### src/shared/pipe_pkg.sv
// Constants, encodings and decode classes shared by the scalar pipeline control.
`default_nettype none
package pipe_pkg;
    localparam int unsigned INST_W = 32;
    localparam int unsigned REG_W = 5;
    localparam logic [31:0] PC_RESET = 32'h0000_0000;
    localparam logic [15:0] PC_STEP = 16'h0004;
    localparam logic [15:0] REFETCH_STEP = 16'h0008;
    localparam logic [4:0] LINK_REG = 5'h1F;
    // Primary opcodes.
    localparam logic [5:0] OP_SPECIAL = 6'h00;
    localparam logic [5:0] OP_REGIMM = 6'h01;
    localparam logic [5:0] OP_J = 6'h02;
    localparam logic [5:0] OP_JAL = 6'h03;
    localparam logic [5:0] OP_BEQ = 6'h04;
    localparam logic [5:0] OP_BNE = 6'h05;
    localparam logic [5:0] OP_BLEZ = 6'h06;
    localparam logic [5:0] OP_BGTZ = 6'h07;
    localparam logic [5:0] OP_ADDI = 6'h08;
    localparam logic [5:0] OP_XORI = 6'h0E;
    localparam logic [5:0] OP_LUI = 6'h0F;
    localparam logic [3:0] OP_COP_HI = 4'h4;
    localparam logic [5:0] OP_LB = 6'h20;
    localparam logic [5:0] OP_LH = 6'h21;
    localparam logic [5:0] OP_LW = 6'h23;
    localparam logic [5:0] OP_LBU = 6'h24;
    localparam logic [5:0] OP_LHU = 6'h25;
    localparam logic [5:0] OP_SB = 6'h28;
    localparam logic [5:0] OP_SH = 6'h29;
    localparam logic [5:0] OP_SW = 6'h2B;
    localparam logic [5:0] OP_VLOAD = 6'h32;
    localparam logic [5:0] OP_VSTORE = 6'h3A;
    // Function codes of register type.
    localparam logic [5:0] FN_SLL = 6'h00;
    localparam logic [5:0] FN_SRL = 6'h02;
    localparam logic [5:0] FN_SRA = 6'h03;
    localparam logic [5:0] FN_SLLV = 6'h04;
    localparam logic [5:0] FN_SRLV = 6'h06;
    localparam logic [5:0] FN_SRAV = 6'h07;
    localparam logic [5:0] FN_JR = 6'h08;
    localparam logic [5:0] FN_JALR = 6'h09;
    localparam logic [5:0] FN_BREAK = 6'h0D;
    localparam logic [5:0] FN_ADD = 6'h20;
    localparam logic [5:0] FN_NOR = 6'h27;
    localparam logic [5:0] FN_SLT = 6'h2A;
    localparam logic [5:0] FN_SLTU = 6'h2B;
    // Coprocessor sub-opcodes in the rs field.
    localparam logic [4:0] CP_MOVE_FROM = 5'h00;
    localparam logic [4:0] CP_CTRL_FROM = 5'h02;
    localparam logic [4:0] CP_MOVE_TO = 5'h04;
    localparam logic [4:0] CP_CTRL_TO = 5'h06;
    typedef enum logic [3:0] {
        CL_BAD, CL_ALU_R, CL_ALU_I, CL_LUI, CL_LOAD, CL_STORE, CL_BRANCH, CL_JUMP,
        CL_JREG, CL_BREAK, CL_CP_FROM, CL_CP_TO, CL_VLOAD, CL_VSTORE
    } class_e;
endpackage : pipe_pkg
`default_nettype wire

### src/shared/hazard_if.sv
// Signals between the pipeline control and its load-delay interlock unit.
`default_nettype none
interface hazard_if;
    logic rd_vld;
    logic [4:0] rd_rs;
    logic [4:0] rd_rt;
    logic rd_chk_rt;
    logic ex_pend;
    logic [4:0] ex_dest;
    logic mem_pend;
    logic [4:0] mem_dest;
    logic stall;
    modport pipe (output rd_vld, rd_rs, rd_rt, rd_chk_rt, ex_pend, ex_dest, mem_pend,
        mem_dest, input stall);
    modport unit (input rd_vld, rd_rs, rd_rt, rd_chk_rt, ex_pend, ex_dest, mem_pend,
        mem_dest, output stall);
endinterface : hazard_if
`default_nettype wire

### src/hdl/scalar_pipeline_control.sv
// Five-stage scalar pipeline control: decode, branch timing and load interlock.
`default_nettype none
module scalar_pipeline_control (
    // Clock, reset and enable.
    input wire logic I_CLK,
    input wire logic I_RESETN,
    input wire logic I_CE,
    // Fetch side.
    input wire logic [pipe_pkg::INST_W-1:0] I_SCALAR_UNIT_INST,
    input wire logic I_SCALAR_UNIT_INST_VLD,
    output logic [31:0] O_PC,
    // Register operands: rs of the decoding instruction, rs and rt of the executing one.
    input wire logic [31:0] I_RD_RS_VAL,
    input wire logic [31:0] I_EX_RS_VAL,
    input wire logic [31:0] I_EX_RT_VAL,
    // Execute stage status.
    output logic O_EX_VLD,
    output logic [pipe_pkg::INST_W-1:0] O_EX_INST,
    output logic O_BR_TAKEN,
    output logic O_ILLEGAL,
    output logic O_BREAK,
    output logic O_STALLED,
    // Memory access and write back.
    output logic O_MEM_RD,
    output logic O_MEM_WR,
    output logic O_MEM_VEC,
    output logic O_WB_WE,
    output logic [4:0] O_WB_REG
);
    import pipe_pkg::*;

    hazard_if hz ();

    logic [31:0] pc_r;
    logic [31:0] rd_inst_r;
    logic [15:0] rd_pc_r;
    logic rd_vld_r;
    logic [31:0] ex_inst_r;
    logic [15:0] ex_pc_r;
    logic ex_vld_r;
    class_e ex_class_r;
    logic [4:0] ex_dest_r;
    logic ex_we_r;
    logic mem_vld_r;
    logic mem_load_r;
    logic [4:0] mem_dest_r;
    logic mem_we_r;
    logic taken_r;
    logic illegal_r;
    logic break_r;
    logic stall_r;
    logic mem_rd_r;
    logic mem_wr_r;
    logic mem_vec_r;
    logic wb_we_r;
    logic [4:0] wb_reg_r;
    class_e rd_class;
    logic [4:0] rd_dest;
    logic rd_we;
    logic [15:0] tgt;
    logic redirect;
    logic br_cond;
    logic taken;
    logic not_taken;
    logic [31:0] refetch_pc;
    logic stall;

    // =========================================================
    // Decode
    function automatic class_e decode(input logic [31:0] w);
        logic [5:0] op;
        logic [5:0] fn;
        logic [4:0] rs;
        logic [4:0] rt;
        op = w[31:26];
        fn = w[5:0];
        rs = w[25:21];
        rt = w[20:16];
        decode = CL_BAD;
        case (op)
            OP_SPECIAL: begin
                case (fn)
                    FN_SLL, FN_SRL, FN_SRA, FN_SLLV, FN_SRLV, FN_SRAV, FN_SLT,
                    FN_SLTU: decode = CL_ALU_R;
                    FN_JR, FN_JALR: decode = CL_JREG;
                    FN_BREAK: decode = CL_BREAK;
                    default: decode = (fn >= FN_ADD && fn <= FN_NOR) ? CL_ALU_R : CL_BAD;
                endcase
            end
            OP_REGIMM: decode = (rt[3:1] == 3'h0) ? CL_BRANCH : CL_BAD;
            OP_J, OP_JAL: decode = CL_JUMP;
            OP_BEQ, OP_BNE, OP_BLEZ, OP_BGTZ: decode = CL_BRANCH;
            OP_LUI: decode = CL_LUI;
            OP_LB, OP_LH, OP_LW, OP_LBU, OP_LHU: decode = CL_LOAD;
            OP_SB, OP_SH, OP_SW: decode = CL_STORE;
            OP_VLOAD: decode = CL_VLOAD;
            OP_VSTORE: decode = CL_VSTORE;
            default: begin
                if (op >= OP_ADDI && op <= OP_XORI) begin
                    decode = CL_ALU_I;
                end else if (op[5:2] == OP_COP_HI) begin
                    if (rs == CP_MOVE_FROM || rs == CP_CTRL_FROM) begin
                        decode = CL_CP_FROM;
                    end else if (rs == CP_MOVE_TO || rs == CP_CTRL_TO) begin
                        decode = CL_CP_TO;
                    end
                end
            end
        endcase
    endfunction : decode

    always_comb begin
        rd_class = decode(rd_inst_r);
        rd_dest = rd_inst_r[20:16];
        rd_we = 1'b0;
        case (rd_class)
            CL_ALU_R: begin
                rd_dest = rd_inst_r[15:11];
                rd_we = 1'b1;
            end
            CL_JREG: begin
                rd_dest = rd_inst_r[15:11];
                rd_we = (rd_inst_r[5:0] == FN_JALR);
            end
            CL_JUMP: begin
                rd_dest = LINK_REG;
                rd_we = (rd_inst_r[31:26] == OP_JAL);
            end
            CL_BRANCH: begin
                rd_dest = LINK_REG;
                rd_we = (rd_inst_r[31:26] == OP_REGIMM) && rd_inst_r[20];
            end
            CL_ALU_I, CL_LUI, CL_LOAD, CL_CP_FROM: rd_we = 1'b1;
            default: rd_we = 1'b0;
        endcase
    end

    // =========================================================
    // Targets and branch resolution
    always_comb begin
        case (rd_class)
            CL_JUMP: tgt = {rd_inst_r[13:0], 2'b00};
            CL_JREG: tgt = {I_RD_RS_VAL[15:2], 2'b00};
            default: tgt = rd_pc_r + PC_STEP + {rd_inst_r[13:0], 2'b00};
        endcase
        redirect = rd_vld_r && !stall &&
            (rd_class == CL_BRANCH || rd_class == CL_JUMP || rd_class == CL_JREG);
        case (ex_inst_r[31:26])
            OP_BEQ: br_cond = (I_EX_RS_VAL == I_EX_RT_VAL);
            OP_BNE: br_cond = (I_EX_RS_VAL != I_EX_RT_VAL);
            OP_BLEZ: br_cond = I_EX_RS_VAL[31] || (I_EX_RS_VAL == 32'h0000_0000);
            OP_BGTZ: br_cond = !I_EX_RS_VAL[31] && (I_EX_RS_VAL != 32'h0000_0000);
            default: br_cond = (I_EX_RS_VAL[31] != ex_inst_r[16]);
        endcase
        taken = ex_vld_r && (ex_class_r == CL_BRANCH) && br_cond;
        not_taken = ex_vld_r && (ex_class_r == CL_BRANCH) && !br_cond;
        refetch_pc = {16'h0000, ex_pc_r + REFETCH_STEP};
    end

    // =========================================================
    // Interlock
    assign hz.rd_vld = rd_vld_r;
    assign hz.rd_rs = rd_inst_r[25:21];
    assign hz.rd_rt = rd_inst_r[20:16];
    assign hz.rd_chk_rt = !(rd_class == CL_VLOAD || rd_class == CL_VSTORE ||
        rd_class == CL_ALU_I || rd_class == CL_LUI || rd_class == CL_LOAD);
    assign hz.ex_pend = ex_vld_r && (ex_class_r == CL_LOAD || ex_class_r == CL_CP_FROM);
    assign hz.ex_dest = ex_dest_r;
    assign hz.mem_pend = mem_vld_r && mem_load_r;
    assign hz.mem_dest = mem_dest_r;
    assign stall = hz.stall;

    load_interlock u_interlock (
        .i_clk(I_CLK),
        .i_resetn(I_RESETN),
        .hz(hz)
    );

    // =========================================================
    // Fetch and decode stages
    always_ff @(posedge I_CLK or negedge I_RESETN) begin
        if (!I_RESETN) begin
            pc_r <= PC_RESET;
        end else if (I_CE) begin
            if (not_taken) begin
                pc_r <= refetch_pc;
            end else if (stall) begin
                pc_r <= pc_r;
            end else if (redirect) begin
                pc_r <= {16'h0000, tgt};
            end else begin
                pc_r <= {16'h0000, pc_r[15:0] + PC_STEP};
            end
        end
    end

    always_ff @(posedge I_CLK or negedge I_RESETN) begin
        if (!I_RESETN) begin
            rd_vld_r <= 1'b0;
            rd_inst_r <= 32'h0000_0000;
            rd_pc_r <= 16'h0000;
        end else if (I_CE && !stall) begin
            rd_vld_r <= I_SCALAR_UNIT_INST_VLD && !not_taken;
            rd_inst_r <= I_SCALAR_UNIT_INST;
            rd_pc_r <= pc_r[15:0];
        end
    end

    // =========================================================
    // Execute, memory access and write back stages
    always_ff @(posedge I_CLK or negedge I_RESETN) begin
        if (!I_RESETN) begin
            ex_vld_r <= 1'b0;
            ex_inst_r <= 32'h0000_0000;
            ex_pc_r <= 16'h0000;
            ex_class_r <= CL_BAD;
            ex_dest_r <= 5'h00;
            ex_we_r <= 1'b0;
        end else if (I_CE) begin
            ex_vld_r <= rd_vld_r && !stall;
            ex_inst_r <= rd_inst_r;
            ex_pc_r <= rd_pc_r;
            ex_class_r <= rd_class;
            ex_dest_r <= rd_dest;
            ex_we_r <= rd_we;
        end
    end

    always_ff @(posedge I_CLK or negedge I_RESETN) begin
        if (!I_RESETN) begin
            mem_vld_r <= 1'b0;
            mem_load_r <= 1'b0;
            mem_dest_r <= 5'h00;
            mem_we_r <= 1'b0;
            mem_rd_r <= 1'b0;
            mem_wr_r <= 1'b0;
            mem_vec_r <= 1'b0;
            wb_we_r <= 1'b0;
            wb_reg_r <= 5'h00;
        end else if (I_CE) begin
            mem_vld_r <= ex_vld_r && ex_class_r != CL_BAD;
            mem_load_r <= ex_class_r == CL_LOAD || ex_class_r == CL_CP_FROM;
            mem_dest_r <= ex_dest_r;
            mem_we_r <= ex_vld_r && ex_we_r;
            mem_rd_r <= ex_vld_r && (ex_class_r == CL_LOAD || ex_class_r == CL_VLOAD);
            mem_wr_r <= ex_vld_r && (ex_class_r == CL_STORE || ex_class_r == CL_VSTORE);
            mem_vec_r <= ex_vld_r && (ex_class_r == CL_VLOAD || ex_class_r == CL_VSTORE);
            wb_we_r <= mem_vld_r && mem_we_r;
            wb_reg_r <= mem_dest_r;
        end
    end

    always_ff @(posedge I_CLK or negedge I_RESETN) begin
        if (!I_RESETN) begin
            taken_r <= 1'b0;
            illegal_r <= 1'b0;
            break_r <= 1'b0;
            stall_r <= 1'b0;
        end else if (I_CE) begin
            taken_r <= taken;
            illegal_r <= ex_vld_r && (ex_class_r == CL_BAD);
            break_r <= ex_vld_r && (ex_class_r == CL_BREAK);
            stall_r <= stall;
        end
    end

    assign O_PC = pc_r;
    assign O_EX_VLD = ex_vld_r;
    assign O_EX_INST = ex_inst_r;
    assign O_BR_TAKEN = taken_r;
    assign O_ILLEGAL = illegal_r;
    assign O_BREAK = break_r;
    assign O_STALLED = stall_r;
    assign O_MEM_RD = mem_rd_r;
    assign O_MEM_WR = mem_wr_r;
    assign O_MEM_VEC = mem_vec_r;
    assign O_WB_WE = wb_we_r;
    assign O_WB_REG = wb_reg_r;
endmodule : scalar_pipeline_control
`default_nettype wire

### src/hdl/load_interlock.sv
// Load-delay interlock detector for the scalar pipeline.
`default_nettype none
module load_interlock (
    // Clock and reset.
    input wire logic i_clk,
    input wire logic i_resetn,
    // Pipeline view.
    hazard_if.unit hz
);
    logic hit_ex;
    logic hit_mem;

    // =========================================================
    // Field comparison
    always_comb begin
        hit_ex = hz.ex_pend && ((hz.ex_dest == hz.rd_rs) ||
            (hz.rd_chk_rt && (hz.ex_dest == hz.rd_rt)));
        hit_mem = hz.mem_pend && ((hz.mem_dest == hz.rd_rs) ||
            (hz.rd_chk_rt && (hz.mem_dest == hz.rd_rt)));
        hz.stall = hz.rd_vld && (hit_ex || hit_mem);
    end
endmodule : load_interlock
`default_nettype wire

### config.mk
export PLATFORM = sky130hd
export DESIGN_NAME = scalar_pipeline_control
export DESIGN_NICKNAME = d
export VERILOG_FILES = /design/src/shared/pipe_pkg.sv /design/src/shared/hazard_if.sv /design/src/hdl/scalar_pipeline_control.sv /design/src/hdl/load_interlock.sv
export SDC_FILE = /design/constraint.sdc
export NUM_CORES = 1
export LEC_CHECK = 0
export CAP_MARGIN = 20
export CORE_MARGIN = 2
export CORE_UTILIZATION = 23
export DETAILED_ROUTE_END_ITERATION = 8
export DONT_BUFFER_PORTS = 1
export PLACE_DENSITY_LB_ADDON = 0.12
export REMOVE_ABC_BUFFERS = 1
export SLEW_MARGIN = 20
export SYNTH_ARGS = -nofsm -noshare
export SYNTH_HDL_FRONTEND = slang
export SYNTH_SLANG_ARGS = --single-unit
### constraint.sdc
create_clock -name I_CLK -period 3.7 [get_ports I_CLK]
set_clock_uncertainty 0.2 [all_clocks]
set_input_delay 0.37 -clock I_CLK [delete_from_list [all_inputs] [get_ports I_CLK]]
set_output_delay 0.37 -clock I_CLK [all_outputs]
set_load 0.005 [all_outputs]
==> results.md <==
* Layout area overhead at 20.86%
* Antenna Nets Post-Route at 0
* Post-layout min period at 3.467 ns
* Status: finished, violations left
* Remaining global-route overflow at 0
* Hold Crit Class: input port to asynchronous set/reset pin
* Via count at 6316
* FILL cells at 3771
* Worst path slowest cell: fa_1
* Pre-antenna DRT Iters at 5
* Worst skew pair latency at 0.44 ns
* Number of flops mapped to enable cells by yosys at 0
* Max FO, Critical Path at 3
* Netlist cell types at 65
* Max frequency at 288.5 MHz
* Largest net degree at the start of global routing at 146
* Reg2reg start: rd_pc_r[3]$_DFFE_PN0P_
* Max-slew violations at 0
* Share of layout cells above drive strength 1 at 0.1872
* Vias/cell at 4.624
* CTS Buffer Depth at 2
* Die area at 0.03755 mm²
* Die height at 193.8 µm
* Leakage at 4.251 nW
* Num ports at 210
* FF+latch count, synth at 145
* Setup slack at placement at 0.06583 ns
* Worst R2R End: O_PC[11]$_DFFE_PN0P_
* Worst Setup Slack, final at 0.2335 ns
* Worst EP required at 3.81 ns
* Area of the multi-input gates at 0.004414 mm²
* Worst Setup Start Kind: flop
* Worst slew pin tran at 0.7983 ns
* Setup bufs post-CTS at 0
* Post-synth top flop: dfrtp_1
* Number of hold buffers added after CTS at 35
* DR WL/cell at 20.00 µm
* Gr usage total at 0.1481
* MaxCap Viol Count at 0
* Number of global-route vias before repair at 6627
* Critical Path, Cell by Cell: ha_1, ha_1, fa_1, a211oi_1, buf_4, o21ai_0, buf_4, a31o_2, a21oi_2, xor2_1, o21ai_0, nor2_1, a21oi_1, a221o_1
* Syn Inst Count at 832
* Num CTS Buffers at 17
* Critical Path AT at 3.58 ns
* Reg-to-reg setup timing slack at 0.23 ns
* Port bufs at 0
* Post-synthesis sequential area ratio at 0.4380
* Tot Pwr at 5.922 mW
* Clk pin slew, worst setup/hold paths at 0.07 ns
* CTS root buf: clkbuf_16
* Syn_area_per_cell at 9.957 µm²
* Fin nets at 1050
* First-pass GRT wire length at 42370 µm
* Final hold vios at 145
* Max incr delay on CP at 0.41 ns
* Failing checks: negative hold slack
* H-Tree Depth at 4
* Post-route DRC at 0
* Synth Warn # at 0
* Die span in x at 193.8 µm
* Initial antenna violation count at 2
* Layout Cells excl Fill at 1366
* Drt total wl at 27320 µm
* Post-synth ARST share at 1.000
* Slew headroom at 0.4603
* Initial Utilization at 0.2335
* Final worst path period share at 0.9369
* Routability-driven placement congestion ratio at 0.7567
* # rows at 69
* VDD IR-drop max at 0.0003512 V
* Initial drt markers at 400
* RSZ-0062 raised after global routing: no
* Setup CP Type: flop to flop
* Cell Area, Synth at 0.008284 mm²
* Worst hold slack at -0.5710 ns
* Dpl hpwl at 19010 µm
* Critical Path Sink Type: flop
* Clock net sink count at 145
* Reg area at 0.003628 mm²
* CTS tree: yes
* Final setup violation count at 0
* Placed Cells at 1297
* CORE AREA at 0.03548 mm²
* Reg2Reg Depth at 14
* P per Cell Area at 591.5 mW/mm²
==> cell usage in the layout (no fill, tap or decap), types with 5 or more instances in the layout <==
cell,netlist,final
clkinvlp_4,0,6
dlygate4sd3_1,0,34
a22oi_1,12,12
nand3_1,22,22
nand2b_1,5,5
mux2_2,81,81
and3_1,16,16
a21oi_1,35,34
nor3_1,6,6
a22o_1,6,6
ha_1,27,27
clkbuf_16,0,17
xnor2_1,44,44
conb_1,1,16
buf_4,16,36
nor2_1,45,45
nand2_1,126,126
inv_1,21,21
o21ai_0,35,35
nor4_1,17,16
a221oi_1,8,7
dfrtp_1,145,145
mux2i_1,7,7
xor2_1,45,45
nand4_1,12,12
a211oi_1,5,5
==> worst max-delay path, delay by kind of cell (launching register included) <==
kind            cells  cell delay [ns]
flops               1             0.40
xor+xnor            1             0.15
simple gates        1             0.09
compound gates      7             1.26
buf+inv             2             0.33
fa+ha+maj           3             0.92
==> area by class of cell <==
class,count,share of cell area
Multi-Input combinational cell,629,0.4409
Sequential cell,145,0.3624
Timing Repair Buffer,75,0.07173
Tap cell,461,0.05761
Clock buffer,19,0.04324
Clock inverter,13,0.01537
Inverter,22,0.008248
Antenna cell,2,0.0004999
==> stage by stage <==
stage	utilization	setup TNS (ns)	instance area, µm²
after CTS	0.2815	0	9990
after global routing	0.2820	0	10010
after detailed placement	0.2546	0	9035
final	0.2822	0	10010
after floorplan	-	-70.36	8074
after global placement	0.2546	0	9035
==> registers in the layout (all words and copies together), names as in the netlist, 4 cells and up <==
register,cells
O_WB_REG,5
ex_pc_r,16
ex_dest_r,5
ex_class_r,4
rd_inst_r,32
O_PC,16
rd_pc_r,16
hz.mem_dest,5
O_EX_INST,32
==> report_power, final <==
part	leakage (nW)	internal (mW)	switching, mW
Combinational	2.22	0.912	0.805
Sequential	1.77	1.94	0.460
Clock	0.266	1.01	0.796
==> synth_stat cells, drive strengths merged, types with 8 or more instances <==
cell type / count / share of area
dfrtp: 145 / 0.44
nand2: 126 / 0.057
mux2: 81 / 0.11
nor2: 45 / 0.020
xor2: 45 / 0.048
xnor2: 44 / 0.047
a21oi: 36 / 0.023
o21ai: 36 / 0.022
buf: 27 / 0.021
ha: 27 / 0.041
clkbuf: 24 / 0.011
inv: 22 / 0.010
nand3: 22 / 0.013
nor4: 18 / 0.014
and3: 16 / 0.012
a22oi: 12 / 0.011
nand4: 12 / 0.0091
a221oi: 8 / 0.0085
==> worst max-delay path by stage <==
stage	start	to	cells past startpoint
2_1_floorplan	ex_class_r[0]$_DFFE_PN0P_	O_PC[5]$_DFFE_PN0P_	8
3_3_place_gp	I_EX_RS_VAL[16]	O_PC[6]$_DFFE_PN0P_	10
3_5_place_dp	I_EX_RS_VAL[16]	O_PC[9]$_DFFE_PN0P_	10
4_1_cts	rd_inst_r[5]$_DFFE_PN0P_	O_PC[14]$_DFFE_PN0P_	13
5_1_grt	rd_pc_r[3]$_DFFE_PN0P_	O_PC[15]$_DFFE_PN0P_	13
6_report	rd_pc_r[3]$_DFFE_PN0P_	O_PC[11]$_DFFE_PN0P_	14
==> repair_timing <==
action	4_1_cts	5_1_grt
gates resized for setup	0	3
endpoints found under the hold margin	262	145
endpoints found under the setup margin	0	3
==> routing by layer <==
layer	vias up	GRT usage	part of all wire	routed length (µm)
met4	2	0.02969	0.0060	165
met5	-	0	0.00059	16
met1	3148	0.1970	0.47	12790
li1	3030	-	-	-
met3	10	0.04244	0.056	1535
met2	126	0.2399	0.47	12820
==> cells by family (layout without fill, tap and decap cells) <==
family,Yosys count,in the layout,share of synthesized area
and+or+nand+nor,274,274,0.1557
muxes,88,88,0.1186
DFF,145,145,0.4380
xor gates and xnor gates,89,89,0.09409
adders and majority gates,28,28,0.04320
other,1,18,0.0004527
buffers and inverters,73,129,0.04214
AOI/OAI and AO/OA,134,134,0.1078
(Power assumes the default switching activity.)
